===== config.mk =====
export PLATFORM = sky130hd
export DESIGN_NAME = hpp_port
export DESIGN_NICKNAME = d
export VERILOG_FILES = /design/src/verilog/hpp_pkg.sv /design/src/verilog/hpp_port.sv
export VERILOG_INCLUDE_DIRS = /design/src /design/src/verilog
export SDC_FILE = /design/constraint.sdc
export NUM_CORES = 1
export LEC_CHECK = 0
export ABC_CLOCK_PERIOD_IN_PS = 3520
export BUFFER_PORTS_ARGS = -buffer_cell sky130_fd_sc_hd__buf_4
export CELL_PAD_IN_SITES_DETAIL_PLACEMENT = 1
export CELL_PAD_IN_SITES_GLOBAL_PLACEMENT = 1
export CORE_MARGIN = 2
export CORE_UTILIZATION = 43
export DETAILED_ROUTE_END_ITERATION = 10
export GPL_ROUTABILITY_DRIVEN = 1
export MAX_ROUTING_LAYER = met4
export PLACE_DENSITY_LB_ADDON = 0.15
export RECOVER_POWER = 100
export SYNTH_ARGS = -nofsm -noshare
export SYNTH_HDL_FRONTEND = slang
export SYNTH_SLANG_ARGS = --single-unit

===== constraint.sdc =====
create_clock -name clk_in -period 3.52 [get_ports clk_in]
set_input_delay 0.352 -clock clk_in [delete_from_list [all_inputs] [get_ports clk_in]]
set_output_delay 0.352 -clock clk_in [all_outputs]
set_load 0.005 [all_outputs]

===== src/verilog/hpp_cfg.svh =====
// Purpose: constants of the parallel host port
// Assumes: included by the package and the design file
// Notes: host register indices are three-bit selects
`ifndef HPP_CFG_SVH
`define HPP_CFG_SVH
// =====================================================
// widths
`define HPP_IO_W 11
`define HPP_WORD_W 24
`define HPP_VEC_W 7
`define HPP_FIFO_DEPTH 4
// =====================================================
// host register selects
`define HPP_SEL_STATUS 3'h0
`define HPP_SEL_VECTOR 3'h1
`define HPP_SEL_HIGH 3'h5
`define HPP_SEL_MIDDLE 3'h6
`define HPP_SEL_LOW 3'h7
// =====================================================
// field positions
`define HPP_ST_RX_DATA_FULL_FLAG_BIT 0
`define HPP_ST_TX_DATA_EMPTY_FLAG_BIT 1
`define HPP_ST_CMD_BIT 2
`define HPP_VEC_CMD_BIT 7
`define HPP_MUX_BASE 8'h00
`endif


===== src/verilog/hpp_pkg.sv =====
// Purpose: types of the parallel host port
// Assumes: hpp_cfg.svh constants
// Notes: state of the top module is hpp_state_t
`include "hpp_cfg.svh"
package hpp_pkg;
   typedef enum logic [1:0] {HPP_MODE_GPIO, HPP_MODE_NONMUX, HPP_MODE_MUX} hpp_mode_t;

   // port control settings; polarity bits high mean active-high
   typedef struct packed {
      hpp_mode_t mode;
      logic double_strobe;
      logic as_high;
      logic ds_high;
      logic rd_high;
      logic wr_high;
      logic cs_high;
   } hpp_ctrl_t;

   // io: data lines 0-7 plus pins 8-10; ctl: rw/rd, ds/wr, cs/a10
   typedef struct packed {
      logic [`HPP_IO_W-1:0] io;
      logic [2:0] ctl;
   } hpp_pins_t;

   typedef struct packed {
      logic rx_data_full_flag;
      logic tx_empty;
      logic hc;
      logic tx_ready;
      logic rx_valid;
      logic [`HPP_VEC_W-1:0] vector;
      logic [`HPP_WORD_W-1:0] rx_word;
      logic [`HPP_WORD_W-1:0] tx_word;
      logic [`HPP_WORD_W-1:0] rx_out;
      logic [2:0] idx;
      logic [7:0] wdata;
      logic rd_q;
      logic wr_q;
      logic [10:0] mux_addr;
      logic [`HPP_IO_W-1:0] pin_out;
      logic [`HPP_IO_W-1:0] pin_oe;
      logic [`HPP_IO_W-1:0] gpio_in;
   } hpp_state_t;
endpackage : hpp_pkg


===== src/verilog/hpp_port.sv =====
// Purpose: parallel host port pin logic, host flags and word paths
// Assumes: pins synchronous to clk_in; testbench resolves the wires
// Notes: host-to-dsp words pass a small fifo before the dsp receive register
`timescale 1ns/1ps
`include "hpp_cfg.svh"

// =====================================================
// fifo
module hpp_fifo #(
   parameter int WIDTH = `HPP_WORD_W,
   parameter int DEPTH = `HPP_FIFO_DEPTH
) (
   input wire logic clk_in,
   input wire logic rst_in,
   input wire logic in_valid_in,
   output logic in_ready_out,
   input wire logic [WIDTH-1:0] in_data_in,
   output logic out_valid_out,
   input wire logic out_ready_in,
   output logic [WIDTH-1:0] out_data_out
);
   localparam int PW = (DEPTH > 1) ? $clog2(DEPTH) : 1;
   typedef struct packed {
      logic [DEPTH-1:0][WIDTH-1:0] mem;
      logic [PW-1:0] wp;
      logic [PW-1:0] rp;
      logic [PW:0] cnt;
   } hpp_fifo_state_t;
   hpp_fifo_state_t s_reg;
   hpp_fifo_state_t s_next;
   logic push;
   logic pop;

   function automatic logic [PW-1:0] bump(input logic [PW-1:0] p);
      bump = (p == PW'(DEPTH - 1)) ? '0 : p + 1'b1;
   endfunction : bump

   assign in_ready_out = (s_reg.cnt != (PW+1)'(DEPTH));
   assign out_valid_out = (s_reg.cnt != '0);
   assign out_data_out = s_reg.mem[s_reg.rp];
   assign push = in_valid_in && in_ready_out;
   assign pop = out_valid_out && out_ready_in;

   always_comb begin
      s_next = s_reg;
      if (push) begin
         s_next.mem[s_reg.wp] = in_data_in;
         s_next.wp = bump(s_reg.wp);
      end
      if (pop) begin
         s_next.rp = bump(s_reg.rp);
      end
      if (push && !pop) begin
         s_next.cnt = s_reg.cnt + 1'b1;
      end else if (pop && !push) begin
         s_next.cnt = s_reg.cnt - 1'b1;
      end
   end

   always_ff @(posedge clk_in) begin
      if (rst_in) begin
         s_reg <= '0;
      end else begin
         s_reg <= s_next;
      end
   end
endmodule : hpp_fifo

// =====================================================
// top
// Functional notes
// - transmit bytes move inward; empty flag sets
// - pending command presents a stable vector
// - port control selects every pin function
// - nonmux data bus driven only on reads
// - mux bus carries address then data
// - nonmux pins 8-10 select the register
// - mux pins 9-10 carry address 8, 9
// - mux pin 8 strobes address, polarity selectable
// - gpio pins follow their direction bits
// - reset and stop disconnect pin inputs
// - single strobe uses rw select plus strobe
// - double strobe uses separate read, write strobes
// - nonmux chip select qualifies every access
// - mux chip-select pin carries address 10
module hpp_port #(
   parameter logic [7:0] MUX_BASE = `HPP_MUX_BASE
) (
   input wire logic clk_in,
   input wire logic rst_in,
   input wire logic stop_in,
   input wire hpp_pkg::hpp_ctrl_t port_control_in,
   input wire logic [`HPP_IO_W-1:0] pin_direction_in,
   input wire logic [`HPP_IO_W-1:0] gpio_value_in,
   input wire hpp_pkg::hpp_pins_t pins_in,
   output logic [`HPP_IO_W-1:0] pin_out,
   output logic [`HPP_IO_W-1:0] pin_oe_out,
   output logic [`HPP_IO_W-1:0] gpio_in_value_out,
   output logic rx_data_full_out,
   output logic tx_data_empty_out,
   output logic host_command_out,
   output logic [`HPP_VEC_W-1:0] host_vector_out,
   input wire logic dsp_cmd_ack_in,
   input wire logic dsp_tx_valid_in,
   input wire logic [`HPP_WORD_W-1:0] dsp_tx_data_in,
   output logic dsp_tx_ready_out,
   output logic dsp_rx_valid_out,
   output logic [`HPP_WORD_W-1:0] dsp_rx_data_out,
   input wire logic dsp_rx_ready_in
);
   import hpp_pkg::*;

   hpp_state_t s_reg;
   hpp_state_t s_next;
   logic live;
   logic host_mode;
   logic [`HPP_IO_W-1:0] io;
   logic [2:0] ctl;
   logic as_act;
   logic cs_act;
   logic rd_act;
   logic wr_act;
   logic sel;
   logic [2:0] idx;
   logic [2:0] cur_idx;
   logic acc_rd;
   logic acc_wr;
   logic wr_end;
   logic rd_end;
   logic fifo_in_ready;
   logic fifo_out_valid;
   logic fifo_out_ready;
   logic [`HPP_WORD_W-1:0] fifo_out_data;
   logic push;
   logic [10:0] mux_pick;

   function automatic logic act(input logic pin, input logic high);
      act = high ? pin : !pin;
   endfunction : act

   function automatic logic [7:0] read_mux(input logic [2:0] i, input hpp_state_t s);
      logic [7:0] st;
      st = '0;
      st[`HPP_ST_RX_DATA_FULL_FLAG_BIT] = s.rx_data_full_flag;
      st[`HPP_ST_TX_DATA_EMPTY_FLAG_BIT] = s.tx_empty;
      st[`HPP_ST_CMD_BIT] = s.hc;
      case (i)
         `HPP_SEL_STATUS: read_mux = st;
         `HPP_SEL_VECTOR: read_mux = {s.hc, s.vector};
         `HPP_SEL_HIGH: read_mux = s.rx_word[23:16];
         `HPP_SEL_MIDDLE: read_mux = s.rx_word[15:8];
         `HPP_SEL_LOW: read_mux = s.rx_word[7:0];
         default: read_mux = 8'h00;
      endcase
   endfunction : read_mux

   hpp_fifo #(.WIDTH(`HPP_WORD_W), .DEPTH(`HPP_FIFO_DEPTH)) u_fifo (
      .clk_in(clk_in),
      .rst_in(rst_in),
      .in_valid_in(s_reg.tx_empty == 1'b0),
      .in_ready_out(fifo_in_ready),
      .in_data_in(s_reg.tx_word),
      .out_valid_out(fifo_out_valid),
      .out_ready_in(fifo_out_ready),
      .out_data_out(fifo_out_data)
   );

   // =====================================================
   // pin decode
   always_comb begin
      live = !stop_in && !rst_in;
      io = live ? pins_in.io : '0;
      ctl = live ? pins_in.ctl : '0;
      host_mode = (port_control_in.mode != HPP_MODE_GPIO);
      // pin 8 is address bit 0 in nonmux mode, so it must never block an access there
      as_act = (port_control_in.mode == HPP_MODE_MUX) && live
         && act(io[8], port_control_in.as_high);
      mux_pick = {ctl[2], io[10], io[9], io[7:0]};
      cs_act = act(ctl[2], port_control_in.cs_high);
      if (port_control_in.double_strobe) begin
         rd_act = act(ctl[0], port_control_in.rd_high);
         wr_act = act(ctl[1], port_control_in.wr_high);
      end else begin
         rd_act = act(ctl[1], port_control_in.ds_high) && ctl[0];
         wr_act = act(ctl[1], port_control_in.ds_high) && !ctl[0];
      end
      if (port_control_in.mode == HPP_MODE_MUX) begin
         sel = (s_reg.mux_addr[10:3] == MUX_BASE);
         idx = s_reg.mux_addr[2:0];
      end else begin
         sel = cs_act;
         idx = io[10:8];
      end
      acc_rd = live && host_mode && sel && rd_act && !as_act;
      acc_wr = live && host_mode && sel && wr_act && !as_act;
      cur_idx = (s_reg.rd_q || s_reg.wr_q) ? s_reg.idx : idx;
      wr_end = host_mode && s_reg.wr_q && !acc_wr;
      rd_end = host_mode && s_reg.rd_q && !acc_rd;
      fifo_out_ready = !s_reg.rx_valid || dsp_rx_ready_in;
      push = !s_reg.tx_empty && fifo_in_ready;
   end

   // =====================================================
   // next state
   always_comb begin
      s_next = s_reg;
      s_next.rd_q = acc_rd;
      s_next.wr_q = acc_wr;
      s_next.idx = cur_idx;
      if (acc_wr) begin
         s_next.wdata = io[7:0];
      end
      if (as_act) begin
         s_next.mux_addr = mux_pick;
      end
      if (live) begin
         s_next.gpio_in = io;
      end
      // inward move frees the byte registers; a new low write still wins
      if (push) begin
         s_next.tx_empty = 1'b1;
      end
      if (wr_end) begin
         case (s_reg.idx)
            `HPP_SEL_HIGH: s_next.tx_word[23:16] = s_reg.wdata;
            `HPP_SEL_MIDDLE: s_next.tx_word[15:8] = s_reg.wdata;
            `HPP_SEL_LOW: begin
               s_next.tx_word[7:0] = s_reg.wdata;
               s_next.tx_empty = 1'b0;
            end
            `HPP_SEL_VECTOR: begin
               // a vector write during a pending command is dropped
               if (!s_reg.hc) begin
                  s_next.vector = s_reg.wdata[`HPP_VEC_W-1:0];
                  s_next.hc = s_reg.wdata[`HPP_VEC_CMD_BIT];
               end
            end
            default: s_next.idx = s_reg.idx;
         endcase
      end
      if (dsp_cmd_ack_in && s_reg.hc) begin
         s_next.hc = 1'b0;
      end
      // load only while empty, so a read clear can never race a load
      if (rd_end && s_reg.idx == `HPP_SEL_LOW && s_reg.rx_data_full_flag) begin
         s_next.rx_data_full_flag = 1'b0;
      end else if (!s_reg.rx_data_full_flag && dsp_tx_valid_in) begin
         s_next.rx_word = dsp_tx_data_in;
         s_next.rx_data_full_flag = 1'b1;
      end
      s_next.tx_ready = !s_next.rx_data_full_flag;
      if (fifo_out_ready) begin
         s_next.rx_valid = fifo_out_valid;
         if (fifo_out_valid) begin
            s_next.rx_out = fifo_out_data;
         end
      end
      if (!live) begin
         s_next.pin_oe = '0;
         s_next.pin_out = '0;
      end else if (host_mode) begin
         s_next.pin_out = {3'h0, read_mux(cur_idx, s_reg)};
         s_next.pin_oe = {3'h0, {8{acc_rd}}};
      end else begin
         s_next.pin_out = gpio_value_in;
         s_next.pin_oe = pin_direction_in;
      end
   end

   always_ff @(posedge clk_in) begin
      if (rst_in) begin
         s_reg <= '0;
         s_reg.tx_empty <= 1'b1;
         s_reg.tx_ready <= 1'b1;
      end else begin
         s_reg <= s_next;
      end
   end

   assign pin_out = s_reg.pin_out;
   assign pin_oe_out = s_reg.pin_oe;
   assign gpio_in_value_out = s_reg.gpio_in;
   assign rx_data_full_out = s_reg.rx_data_full_flag;
   assign tx_data_empty_out = s_reg.tx_empty;
   assign host_command_out = s_reg.hc;
   assign host_vector_out = s_reg.vector;
   assign dsp_tx_ready_out = s_reg.tx_ready;
   assign dsp_rx_valid_out = s_reg.rx_valid;
   assign dsp_rx_data_out = s_reg.rx_out;
endmodule : hpp_port

==> out/metrics.cfg <==
[route]
viasPerCell = 5.22
first_iter_violations = 389
drtAntennaViolNets = 0
drc = 0
first_pass_iters = 4
wl_mm = 28.3
avgRoutedWirePerCell_um = 18.0
vias = 8183

[die]
die_x_um = 158
dieArea_um2 = 24800
start_util_pct = 43.4
num_rows = 56
core_area_um2 = 23300
die_y_um = 158
io_pins = 143

[sta]
setup_viol = 0
fin_tns_setup_ps = 0
period_share_pct = 82.6
tightest_slew_ps = 1400
slew_headroom_pct = 6.55
period_minus_slack_ps = 2910
post-route-worst-setup-slack_ps = 613
slew_violations = 0
finClkSkew_ps = 9.12
rsz0062_at_grt = no
finalHoldViolations = 0
max_freq_ghz = 0.344

[global_route]
grt.total_usage_pct = 23.5
grt_pass1_wl_mm = 44.6
grt_pass1_vias = 8091
grt_overflow_total = 0
grt_max_degree = 102
antenna_found_initial = 0

[logic_synthesis]
ys_warn_count = 0
ys.flop_type = dfxtp_1
syn_area_per_cell_um2 = 8.65
synth.area.top_cells = dfxtp_1 (48%), nand2_1 (11%), a21oi_1 (8.6%)
synth_cells = 1172
yosysUniqueCellTypes = 58
yosysTopAreaCell = dfxtp_1
syn-cell-area_um2 = 10100
synth_most_common_cell = nand2_1
synth.yosys.seq_area_share_pct = 48.2
synthArstFlopShare_pct = 0
ys_seq_elements = 244
synth_edf_count = 0
yosys-top-cells-count = nand2_1 (309), dfxtp_1 (244), a21oi_1 (174), nor2_1 (73), buf_4 (64)
synth_top_area_share_pct = 48.2
syn-num-nets = 1253

[cts]
cts_hold_repair.buffers = 6
cts_root_buf = clkbuf_16
clk_pin_slew_ps = 60
cts_tree = done
post_cts_resize_count = 0
cts_max_path_buffers = 3
htreeDepth = 1
cts_buffers = 27
cts_sinks = 244
insertion_delay_ps = 540
post_cts.repair.setup_buffers = 0

[worst_setup_path]
crit_path_end_kind = flip-flop
crit_arrival_ps = 3330
crit_path_max_fanout = 16
required_ps = 3950
path_class = flip-flop to flip-flop
critPathLaunchType = flip-flop

[cells_and_area]
largest_reg_flops = 103
stdcell_area_um2 = 11900
antenna_cells = 0
drive_above_1_share_pct = 18.4
final_nets = 1308
area_delta_synth_final_pct = 17.0
fill_cells = 2768

[power]
peakVddDrop_v = 0.000417
power.total_uw = 6500
p_int_uw = 4810
swShare_pct = 26.0
p_leak_uw = 0.00447
seq_power_share_pct = 44.4
power_frac_comb_pct = 11.6
clkPwrFrac_pct = 44.0
pwr_density_cell_nw_per_um2 = 548
p_switching_uw = 1690

[job]
cap_violations = 0

[place]
hpwl_mm = 18.6
post_dp_cell_area_um2 = 11000
preCtsSetupSlack_ps = 704
gp_congestion = 0.913
port_buffers = 142

[min_path]
hold_class = input port to flip-flop

[run_status]
status = finished, final reports clean

-- layout by cell type, fill, tap and decap left out, types with 7 or more instances in the layout --
cell       Yosys  final
inv_1          8      8
clkbuf_1      63     16
clkinv_2       0      8
a21o_1         9      9
clkbuf_4       0     62
nand3_1       16     16
nand2_1      309    309
mux2i_1       43     43
clkbuf_16      0     27
dfxtp_1      244    244
a21oi_1      174    174
o21ai_0       16     16
nor2_1        73     74
o22ai_1        7      7
a31oi_1        7      7
and2_1         7      7
buf_4         64     85
mux4_2        24     24
clkbuf_8       0      7
-- area by class of cell --
type	count	area, um^2	area share [%]
Clock inverter	12	116	0.982
Tap cell	319	399	3.37
Multi-Input combinational cell	779	4410	37.2
Inverter	9	33.8	0.285
Sequential cell	244	4880	41.2
Clock buffer	38	787	6.64
Timing Repair Buffer	166	1220	10.3
-- logic make-up (layout without fill, tap and decap cells) --
group,count (synthesis),after routing,synth area share [%]
xor+xnor,6,6,0.519
mux,73,73,10.2
flops,244,244,48.2
compound gates,251,251,14.3
buf+inv,149,225,8.11
simple gates,442,442,17.7
fa+ha+maj,7,7,0.938
-- layer usage --
| layer | vias to the layer above | global-route usage [%] | wire (um) |
|---|---|---|---|
| li1 | 4005 | - | - |
| met1 | 3950 | 30.2 | 12600 |
| met2 | 190 | 39.8 | 13900 |
| met3 | 38 | 2.73 | 1190 |
| met4 | 0 | 5.37 | 532 |
| met5 | - | - | 0 |
-- worst max-delay path, cell delays in order, from the launching register on --
cell,delay (ps)
dfxtp_1,360
or2_2,340
a311oi_1,420
or2_0,810
mux2_2,420
a32o_1,260
a22o_1,190
-- power groups by stage --
stage	Sequential [uW]	Clock (uW)	Combinational (uW)
3_5_place_dp	2950	0	779
3_3_place_gp	2950	0	768
2_1_floorplan	2920	0	522
6_report	2890	2860	754
4_1_cts	2890	2920	789
5_1_grt	2890	3040	829
-- stage by stage --
step	hold WS (ps)	std cells	util (%)
3_5_place_dp	447	1511	47.0
5_1_grt	21.5	1567	50.8
3_3_place_gp	439	1511	47.0
4_1_cts	11.6	1567	51.1
6_report	20.8	1567	50.8
2_1_floorplan	433	1172	-
-- final timing paths --
path                             from                  end  slack (ps)  cells past startpoint
setup / recovery            s_reg[44]           pin_out[3]         610                      6
hold / removal    pin_direction_in[2]        pin_oe_out[2]          20                      2
setup reg to reg            s_reg[44]           pin_out[3]         610                      6
hold reg to reg   dsp_rx_data_out[10]  dsp_rx_data_out[10]         450                      2
Power figures use the tool's default switching activity.
